`src/prs_pkg.sv`:
```
package prs_pkg;
   // Clock rate in kHz and time figures in their own units.
   localparam int unsigned CLK_KHZ = 10000;
   localparam int unsigned TICK_US = 250;
   localparam int unsigned DEGLITCH_US = 10;
   localparam int unsigned STARTUP_US = 380;
   localparam int unsigned EXIT_NS = 1000;
   localparam int unsigned RETRY_MS = 100;
   // Derived cycle counts; least times round up, the exit time rounds down.
   localparam int unsigned TICK_CYC = (TICK_US * CLK_KHZ + 999) / 1000;
   localparam int unsigned QUAL_CYC = ((DEGLITCH_US + STARTUP_US) * CLK_KHZ + 999) / 1000;
   localparam int unsigned EXIT_CYC = EXIT_NS * CLK_KHZ / 1000000;
   localparam int unsigned RETRY_CYC_DEF = RETRY_MS * CLK_KHZ;
   // Rail count; rails 0 and 1 form the gated buck pair, 1 and 2 carry DVS.
   localparam int unsigned NRAIL = 6;
   localparam int unsigned PAIR_LAST = 1;
   localparam int unsigned RAIL_BUCK_B = 1;
   localparam int unsigned RAIL_BUCK_C = 2;
   // Slot code that keeps a rail off in every sequence.
   localparam logic [4:0] SLOT_OFF = 5'h00;
   // Strap level codes from the three-level pin sense.
   localparam logic [1:0] STRAP_HIZ = 2'h0;
   localparam logic [1:0] STRAP_LOW = 2'h1;
   localparam logic [1:0] STRAP_HIGH = 2'h2;
   // Extra strap delay in ticks, indexed [strap][rail]; rails 0 and 1 get none.
   localparam logic [2:0][5:0][3:0] STRAP_DLY = {24'h123400, 24'h432100, 24'h000000};
   // Resume delay in ticks: 0, 250, 500, 750, 1000, 2000, 4000, 8000 us.
   localparam logic [7:0][5:0] RESUME_TICKS = {6'h20, 6'h10, 6'h08, 6'h04,
                                               6'h03, 6'h02, 6'h01, 6'h00};

   // Sequencer states.
   typedef enum logic [3:0] {
      ST_OFF = 4'b0000,
      ST_STANDBY = 4'b0001,
      ST_POWERUP = 4'b0010,
      ST_NORMAL = 4'b0011,
      ST_SLEEP_ENTRY = 4'b0100,
      ST_SLEEP = 4'b0101,
      ST_WAKE = 4'b0110,
      ST_THERMAL = 4'b0111,
      ST_RECOVER = 4'b1000
   } prs_state_e;

   // Pins and comparator results, all asynchronous to mclk.
   typedef struct packed {
      logic above_undervoltage_lockout;
      logic above_monitor;
      logic power_disable_input;
      logic sleep_request_a;
      logic sleep_request_b;
      logic buck_pair_enable_input;
      logic over_temp;
      logic below_recover_temp;
      logic [1:0] sequence_strap_pin;
      logic [5:0] rail_fault;
      logic [5:0] residual_voltage_guard;
      logic [5:0] rail_power_ok;
   } prs_pin_s;

   // Configuration held by the register block, on mclk.
   typedef struct packed {
      logic [5:0][4:0] rail_slot;
      logic [5:0][3:0] rail_extra_enable_delay;
      logic [5:0][2:0] rail_resume_delay;
      logic [5:0][3:0] rail_sleep_shutdown_delay;
      logic [5:0][1:0] rail_soft_start_select;
      logic [5:0] keep_in_sleep_a;
      logic [5:0] keep_in_sleep_b;
      logic [1:0] sleep_voltage_switch_enable;
      logic [1:0] sleep_software_enable;
      logic residual_guard_mask;
      logic [7:0] buck_b_normal_voltage;
      logic [7:0] buck_b_sleep_voltage;
      logic [7:0] buck_c_normal_voltage;
      logic [7:0] buck_c_sleep_voltage;
   } prs_cfg_s;

   // Whole state of the sequencer.
   typedef struct packed {
      prs_state_e st;
      prs_pin_s s1;
      prs_pin_s s2;
      logic pair_prev;
      logic [1:0] strap;
      logic [11:0] pre;
      logic [11:0] cyc;
      logic [7:0] tk;
      logic [23:0] ret;
      logic [5:0] en;
      logic [5:0] hiz;
      logic [5:0] lp;
      logic [5:0] dis;
      logic [5:0][1:0] ss;
      logic pgood;
      logic [7:0] vb;
      logic [7:0] vc;
   } prs_state_s;

   localparam prs_state_s PRS_STATE_RESET = '0;

   // Power-up delay of a rail in ticks: slot, extra delay and strap delay.
   function automatic logic [7:0] prs_up_ticks(input prs_cfg_s c, input logic [1:0] s,
                                               input int unsigned i);
      logic [1:0] k;
      k = (s == STRAP_LOW || s == STRAP_HIGH) ? s : STRAP_HIZ;
      return 8'(c.rail_slot[i]) - 8'h01 + 8'(c.rail_extra_enable_delay[i])
             + 8'(STRAP_DLY[k][i]);
   endfunction

   // Wake-up delay of a rail in ticks: table entry plus extra delay.
   function automatic logic [7:0] prs_resume_ticks(input prs_cfg_s c, input int unsigned i);
      return 8'(RESUME_TICKS[c.rail_resume_delay[i]])
             + 8'(c.rail_extra_enable_delay[i]);
   endfunction
endpackage

```
`src/prs_sequencer.sv`:
```
`timescale 1ns/1ps
module prs_sequencer
   import prs_pkg::*;
#(
   // Hiccup retry period in cycles; shorten for simulation.
   parameter int unsigned RETRY_CYC = RETRY_CYC_DEF
) (
   // Clock and asynchronous active-low reset.
   input wire logic mclk,
   input wire logic rst_n,
   // Pins, comparators and regulator status.
   input wire prs_pin_s pins,
   // Configuration from the register block.
   input wire prs_cfg_s cfg,
   // Rail controls.
   output logic [5:0] rail_enable,
   output logic [5:0] rail_low_power,
   output logic [5:0] rail_switch_open,
   output logic [5:0] rail_discharge,
   output logic [11:0] rail_soft_start,
   // Buck B and C voltage selections.
   output logic [7:0] buck_b_voltage,
   output logic [7:0] buck_c_voltage,
   // System status.
   output logic power_good_reset_out,
   output prs_state_e sequencer_state
);

   // Registered state and its next value.
   prs_state_s r_q;
   prs_state_s r_d;
   // Synchronised pin view; only the second stage is ever read.
   prs_pin_s p;
   // Sleep request per source and combined.
   logic sleep_a;
   logic sleep_b;
   logic sleep_any;
   // Rails that some active sleep source wants off.
   logic [5:0] off_in_sleep;
   // Rails allowed to run at all under present settings.
   logic [5:0] elig;
   // Tick strobe of the shared time base.
   logic tick;
   // Pair input rising edge.
   logic pair_rise;
   // Selected DVS switch bit.
   logic dvs_sel;
   // Sequence completion flag.
   logic done;
   // Rails still to drop during sleep entry.
   logic [5:0] pend_off;

   // Next-state logic: synchroniser, time base, protection and sequencing.
   always_comb begin
      r_d = r_q;
      p = r_q.s2;
      // Two-stage synchroniser for every asynchronous input.
      r_d.s1 = pins;
      r_d.s2 = r_q.s1;
      r_d.pair_prev = p.buck_pair_enable_input;
      pair_rise = p.buck_pair_enable_input & ~r_q.pair_prev;
      // A low pin or a software bit requests sleep from that source.
      sleep_a = ~p.sleep_request_a | cfg.sleep_software_enable[0];
      sleep_b = ~p.sleep_request_b | cfg.sleep_software_enable[1];
      sleep_any = sleep_a | sleep_b;
      // Off wins over keep when both sources are active.
      off_in_sleep = (sleep_a ? ~cfg.keep_in_sleep_a : 6'h00)
                   | (sleep_b ? ~cfg.keep_in_sleep_b : 6'h00);
      // Source B decides the voltage whenever it is active.
      dvs_sel = sleep_b ? cfg.sleep_voltage_switch_enable[1]
                        : cfg.sleep_voltage_switch_enable[0];
      // Slot code zero disables a rail; the pair also needs its input.
      for (int unsigned i = 0; i < NRAIL; i++) begin
         elig[i] = (cfg.rail_slot[i] != SLOT_OFF)
                 && (i > PAIR_LAST || p.buck_pair_enable_input);
      end
      done = &(~elig | (r_q.en & p.rail_power_ok));
      pend_off = r_q.en & off_in_sleep;
      // One prescaler feeds every slot, shutdown and resume delay, so steps stay exact.
      tick = (r_q.pre == 12'(TICK_CYC - 1));
      r_d.pre = tick ? 12'h000 : r_q.pre + 12'h001;
      r_d.tk = (tick && r_q.tk != 8'hff) ? r_q.tk + 8'h01 : r_q.tk;

      if (!p.above_undervoltage_lockout) begin
         // Lockout overrides everything and drops all rails together.
         r_d.st = ST_OFF;
         r_d.en = 6'h00;
         r_d.hiz = 6'h00;
         r_d.pgood = 1'b0;
      end else if (r_q.st == ST_OFF) begin
         // Waking from lockout catches the strap once, after synchronising.
         r_d.st = ST_STANDBY;
         r_d.strap = p.sequence_strap_pin;
         r_d.cyc = 12'h000;
      end else if (p.power_disable_input) begin
         // Disable drops every rail at once, ignoring shutdown delays.
         r_d.st = ST_STANDBY;
         r_d.en = 6'h00;
         r_d.hiz = 6'h00;
         r_d.pgood = 1'b0;
         r_d.cyc = 12'h000;
      end else if (p.over_temp) begin
         // Hot die: rails off, controller keeps running.
         r_d.st = ST_THERMAL;
         r_d.hiz = 6'h00;
         r_d.en = 6'h00;
         r_d.pgood = 1'b0;
      end else if ((|p.rail_fault) && (r_q.st inside {ST_POWERUP, ST_NORMAL,
                                        ST_SLEEP_ENTRY, ST_SLEEP, ST_WAKE})) begin
         // Faulted rail opens both switches; the others discharge.
         r_d.st = ST_RECOVER;
         r_d.hiz = p.rail_fault;
         r_d.en = 6'h00;
         r_d.pgood = 1'b0;
         r_d.ret = 24'h000000;
      end else begin
         case (r_q.st)
            ST_STANDBY: begin
               // Start only above the monitor level and with outputs bled down.
               if (p.above_monitor && (cfg.residual_guard_mask
                   || !(|p.residual_voltage_guard))) begin
                  r_d.cyc = r_q.cyc + 12'h001;
                  // Deglitch and startup delay set the slot zero point.
                  if (r_q.cyc == 12'(QUAL_CYC - 1)) begin
                     r_d.st = ST_POWERUP;
                     r_d.pre = 12'h000;
                     r_d.tk = 8'h00;
                  end
               end else begin
                  r_d.cyc = 12'h000;
               end
            end
            ST_POWERUP: begin
               // Each rail rises when its slot, extra and strap delay expire.
               for (int unsigned i = 0; i < NRAIL; i++) begin
                  if (elig[i] && !r_q.en[i]
                      && r_q.tk >= prs_up_ticks(cfg, r_q.strap, i)) begin
                     r_d.en[i] = 1'b1;
                     r_d.ss[i] = cfg.rail_soft_start_select[i];
                  end
               end
               // All wanted rails up and good: declare normal.
               if (done) begin
                  r_d.st = ST_NORMAL;
                  r_d.pgood = 1'b1;
               end
            end
            ST_NORMAL: begin
               if (sleep_any) begin
                  // Sleep outranks the pair input.
                  r_d.st = ST_SLEEP_ENTRY;
                  r_d.pre = 12'h000;
                  r_d.tk = 8'h00;
               end else if (pair_rise) begin
                  // Pair raised late follows the wake-up timing.
                  r_d.st = ST_WAKE;
                  r_d.cyc = 12'h000;
                  r_d.pre = 12'h000;
                  r_d.tk = 8'h00;
               end else if (!p.buck_pair_enable_input) begin
                  // Pair input low keeps the pair off.
                  r_d.en[PAIR_LAST:0] = 2'b00;
               end
            end
            ST_SLEEP_ENTRY: begin
               // Shutdown delays act here only; zero-delay rails drop together.
               for (int unsigned i = 0; i < NRAIL; i++) begin
                  if (off_in_sleep[i]
                      && r_q.tk >= 8'(cfg.rail_sleep_shutdown_delay[i])) begin
                     r_d.en[i] = 1'b0;
                  end
               end
               if (!sleep_any) begin
                  r_d.st = ST_WAKE;
                  r_d.cyc = 12'h000;
                  r_d.pre = 12'h000;
                  r_d.tk = 8'h00;
               end else if (!(|pend_off)) begin
                  r_d.st = ST_SLEEP;
               end
            end
            ST_SLEEP: begin
               // Removing every sleep request starts the wake-up sequence.
               if (!sleep_any) begin
                  r_d.st = ST_WAKE;
                  r_d.cyc = 12'h000;
                  r_d.pre = 12'h000;
                  r_d.tk = 8'h00;
               end
            end
            ST_WAKE: begin
               if (sleep_any) begin
                  // A new request aborts the wake and re-enters sleep.
                  r_d.st = ST_SLEEP_ENTRY;
                  r_d.pre = 12'h000;
                  r_d.tk = 8'h00;
               end else if (r_q.cyc < 12'(EXIT_CYC)) begin
                  // Exit time: hold the time base at zero.
                  r_d.cyc = r_q.cyc + 12'h001;
                  r_d.pre = 12'h000;
                  r_d.tk = 8'h00;
               end else begin
                  // Off rails restart on resume plus extra delay.
                  for (int unsigned i = 0; i < NRAIL; i++) begin
                     if (elig[i] && !r_q.en[i]
                         && r_q.tk >= prs_resume_ticks(cfg, i)) begin
                        r_d.en[i] = 1'b1;
                        r_d.ss[i] = cfg.rail_soft_start_select[i];
                     end
                  end
                  if (done) begin
                     r_d.st = ST_NORMAL;
                  end
               end
            end
            ST_THERMAL: begin
               // Cooled below the recovery point: sequence again.
               if (p.below_recover_temp) begin
                  r_d.st = ST_STANDBY;
                  r_d.cyc = 12'h000;
               end
            end
            ST_RECOVER: begin
               // Hiccup: wait one period, retry only if no rail is faulted.
               r_d.hiz = r_q.hiz | p.rail_fault;
               r_d.ret = r_q.ret + 24'h000001;
               if (r_q.ret == 24'(RETRY_CYC - 1)) begin
                  r_d.ret = 24'h000000;
                  if (!(|p.rail_fault)) begin
                     r_d.st = ST_STANDBY;
                     r_d.hiz = 6'h00;
                     r_d.cyc = 12'h000;
                  end
               end
            end
            default: begin
               // Unknown code: fall back to a safe restart.
               r_d.st = ST_STANDBY;
               r_d.en = 6'h00;
               r_d.pgood = 1'b0;
               r_d.cyc = 12'h000;
            end
         endcase
      end

      // Sleep voltages apply only while settled in sleep.
      r_d.vb = (r_d.st == ST_SLEEP && dvs_sel) ? cfg.buck_b_sleep_voltage
                                               : cfg.buck_b_normal_voltage;
      r_d.vc = (r_d.st == ST_SLEEP && dvs_sel) ? cfg.buck_c_sleep_voltage
                                               : cfg.buck_c_normal_voltage;
      // Rails alive in sleep run in low-power mode.
      r_d.lp = (r_d.st == ST_SLEEP) ? r_d.en : 6'h00;
      // Disabled rails are bled down unless their switches are held open.
      r_d.dis = ~r_d.en & ~r_d.hiz;
   end

   // State register; reset loads constants only.
   always_ff @(posedge mclk or negedge rst_n) begin
      if (!rst_n) begin
         r_q <= PRS_STATE_RESET;
      end else begin
         r_q <= r_d;
      end
   end

   // Outputs straight from the state register.
   assign rail_enable = r_q.en;
   assign rail_low_power = r_q.lp;
   assign rail_switch_open = r_q.hiz;
   assign rail_discharge = r_q.dis;
   assign rail_soft_start = r_q.ss;
   assign buck_b_voltage = r_q.vb;
   assign buck_c_voltage = r_q.vc;
   assign power_good_reset_out = r_q.pgood;
   assign sequencer_state = r_q.st;

endmodule

```
`config.mk`:
```
export PLATFORM = sky130hd
export DESIGN_NAME = prs_sequencer
export DESIGN_NICKNAME = d
export VERILOG_FILES = /design/src/prs_pkg.sv /design/src/prs_sequencer.sv
export SDC_FILE = /design/constraint.sdc
export NUM_CORES = 1
export LEC_CHECK = 0
export ABC_CLOCK_PERIOD_IN_PS = 4900
export BUFFER_PORTS_ARGS = -buffer_cell sky130_fd_sc_hd__buf_2
export CAP_MARGIN = 25
export CORE_AREA = 10 10 129 219
export DETAILED_ROUTE_END_ITERATION = 8
export DIE_AREA = 0 0 139 229
export HOLD_SLACK_MARGIN = 0.1
export PLACE_DENSITY = 0.82
export SLEW_MARGIN = 20
export SYNTH_ARGS = -nofsm -noshare
export SYNTH_HDL_FRONTEND = slang
export SYNTH_SLANG_ARGS = --single-unit
```
`constraint.sdc`:
```
create_clock -name mclk -period 4.9 [get_ports mclk]
set_input_delay 0.49 -clock mclk [delete_from_list [all_inputs] [get_ports mclk]]
set_output_delay 0.49 -clock mclk [all_outputs]
set_load 0.05 [all_outputs]
```
==> impl_metrics.ini <==
[cells_and_area]
fin_util_pct = 61.00
final_common_cell = buf_2
final_area_mm2 = 0.01496
nFillCells = 2090
nets = 1972
multi_input_area_mm2 = 0.008048
final_cell_mix = buf_2 (242), ha_1 (190), dfrtp_1 (172)
drive_gt1_share_pct = 19.40
area_growth_pct = 13.07
regArea_mm2 = 0.004304

[clock_network]
htree_levels = 4
postCtsSetupRepairBufs = 0
clk_pin_slew_ns = 0.08
cts_resized = 0
clock_sinks = 172
cts_tree = done
clk_path_buf_depth = 2
clkLatencyLatePin_ns = 0.45
root_buffer = clkbuf_16
hold_buffers = 0
cts_buffers = 17

[logic_synthesis]
synthArstFlopShare_pct = 100.0
seq_area_frac_synth_pct = 32.52
yosysWarnings = 0
netlist_area_mm2 = 0.01324
ys.flop_type = dfrtp_1
syn_area_per_cell_um2 = 9.577
yosysUniqueCellTypes = 73
synthCells = 1382
ys_seq_elements = 172
synth-edff-count = 0

[power]
netSwitchingFraction_pct = 36.99
combPwrFrac_pct = 34.3
power_frac_seq_pct = 37.4
ir_worst_vdd_uv = 250.8
p_int_mw = 2.916
p_clk_share_pct = 28.3
switchingPower_mw = 1.712
powerDensity_mw_per_mm2 = 309.2
leakage_nw = 7.493

[sta]
layout_min_cycle_time_ns = 4.130
drv_slew = 0
setup_violations = 0
slew_headroom_pct = 26.01
min_period_over_period_pct = 84.28
rsz0062_at_grt = false
clock_skew_ns = 0.01973
finalHoldViolations = 0
tightest_slew_ns = 1.106
fmax_ghz = 0.2422
setup_tns_ns = 0

[place]
hpwl_um = 29650
gp_congestion = 0.9414
placed_cell_area_mm2 = 0.01439
portBuffers = 243

[global_route]
grt_overflow = 0
antenna_found_initial = 0
grt_max_degree = 84
grt_pass1_wl_um = 58750
grt_pass1_vias = 11910
grt.total_usage_pct = 22.56

[critical_path]
path_class = flip-flop to flip-flop
cp.arrival_ns = 4.45
cp.buffers_inverters = 2
worstReg2RegStart = r_q[109]
start_kind = flip-flop
crit_start = r_q[109]
cpLargestDelayFamily = adder cells
worst-path-stages = 15
slowest_stage = fa_1
crit_path_end_kind = flip-flop
crit_path_cell_trace = inv_1 -> ha_1 -> inv_1 -> fa_1 -> ha_1 -> fa_1 -> a21o_1 -> a21oi_1 -> xor2_1 -> ha_1 -> o2111ai_1 -> o21ai_0 -> a21oi_1 -> nor3_1 -> mux2_2
required_ns = 5.22
r2r_cells = 15
crit_top_cell = ha_1
cpPeakStageDelay_ns = 0.46
cp_max_fo = 2

[detailed_routing]
drt-vias-per-instance = 5.894
detail-route-antenna-nets = 0
drc = 0
wl_per_cell_um = 19.25
num_vias = 11200
drtIter0Drc = 671
drt-total-wl_um = 36600
firstDrtPassIters = 5

[worst_hold_path]
hold_path.class = input port to asynchronous set/reset pin

[die]
die_w_um = 139
coreArea_mm2 = 0.02453
die_h_um = 229
pin_count = 244
dieArea_mm2 = 0.03183
num_rows = 76
start_util_pct = 53.95

[job]
cap_violations = 0

[status]
status = complete, no violations
[synthesized netlist by cell type, drive strengths merged, types with 15 or more instances]
| library cell | count | area (µm²) |
|---|---|---|
| ha | 190 | 2377 |
| dfrtp | 172 | 4304 |
| inv | 104 | 390.4 |
| nand2 | 90 | 337.8 |
| nor2 | 82 | 307.8 |
| o21ai | 70 | 350.3 |
| a21oi | 60 | 300.3 |
| buf | 58 | 432.9 |
| xor2 | 57 | 499.2 |
| a21o | 52 | 390.4 |
| nand2b | 39 | 244.0 |
| nand3 | 36 | 180.2 |
| mux2 | 29 | 326.6 |
| nor2b | 25 | 156.4 |
| clkbuf | 21 | 78.83 |
| fa | 20 | 400.4 |
| and3 | 17 | 106.4 |
| nor3 | 17 | 85.08 |
| a31oi | 15 | 93.84 |
[area by class of cell]
cell class | instances | area share (%)
Multi-Input combinational cell | 1032 | 53.78
Sequential cell | 172 | 28.76
Timing Repair Buffer | 248 | 8.420
Clock buffer | 18 | 2.868
Inverter | 104 | 2.609
Tap cell | 312 | 2.609
Clock inverter | 14 | 0.9364
Antenna cell | 1 | 0.01672
[state kept, by name, summed over array words and instances (netlist names), 8 cells and up]
register / count
r_d: 28
buck_b_voltage: 8
buck_c_voltage: 8
p: 28
r_q: 59
rail_soft_start: 12
[path summary, 6_finish.rpt]
path                                      end  slack [ns]
max in group asynchronous             r_q[91]        3.75
min in group mclk                    r_d[123]        0.15
hold reg to reg                          p[0]        0.35
hold / removal                       r_d[113]        0.09
setup reg to reg           rail_soft_start[6]        0.77
setup / recovery           rail_soft_start[6]        0.77
[cells by family (layout without fill, tap and decap cells)]
kind of cell,count (synthesis),count (layout),synth area share (%)
and+or+nand+nor,399,399,16.29
AOI/OAI and AO/OA,316,316,16.12
adders and majority gates,210,210,20.99
buffers and inverters,183,384,6.816
DFF,172,172,32.52
xor gates and xnor gates,71,71,4.698
muxes,30,30,2.543
other,1,7,0.02833
[routing by layer]
metal  vias up  part of all wire [%]  GRT usage, %  wire [µm]
met5         -                     0             0          0
met4         0                   6.4         15.02       2336
met3       123                   6.9         4.765       2518
met2       470                    51         40.34      18590
met1      5320                    36         23.03      13160
li1       5291                     -             -          -
[power groups by stage]
stage / Combinational [mW] / Clock (mW) / Sequential, mW
floorplan: 1.16 / 0 / 1.66
global placement: 1.47 / 0 / 1.75
detailed placement: 1.58 / 0 / 1.75
CTS: 1.59 / 1.34 / 1.72
global route: 1.84 / 1.39 / 1.74
finish: 1.59 / 1.31 / 1.73
[per-stage QoR]
step                      hold WS (ns)  power [mW]  std cells  setup slack (ns)
final                          0.09073       4.628       1901            0.7704
after global routing            0.1367       4.970       1900            0.5354
after CTS                       0.1065       4.649       1900            0.8007
after detailed placement        0.3358       3.331       1868            0.6527
after global placement          0.3314       3.219       1868            0.8238
after floorplan                 0.1944       2.821       1387             1.100
[worst register-to-register path, cell delays in order (launching register included)]
cell       delay, ns
dfrtp_1         0.39
inv_1           0.09
ha_1            0.23
inv_1           0.16
fa_1            0.46
ha_1            0.24
fa_1            0.40
a21o_1          0.17
a21oi_1         0.21
xor2_1          0.10
ha_1            0.33
o2111ai_1       0.10
o21ai_0         0.24
a21oi_1         0.10
nor3_1          0.39
mux2_2          0.40
(Power assumes the default switching activity.)
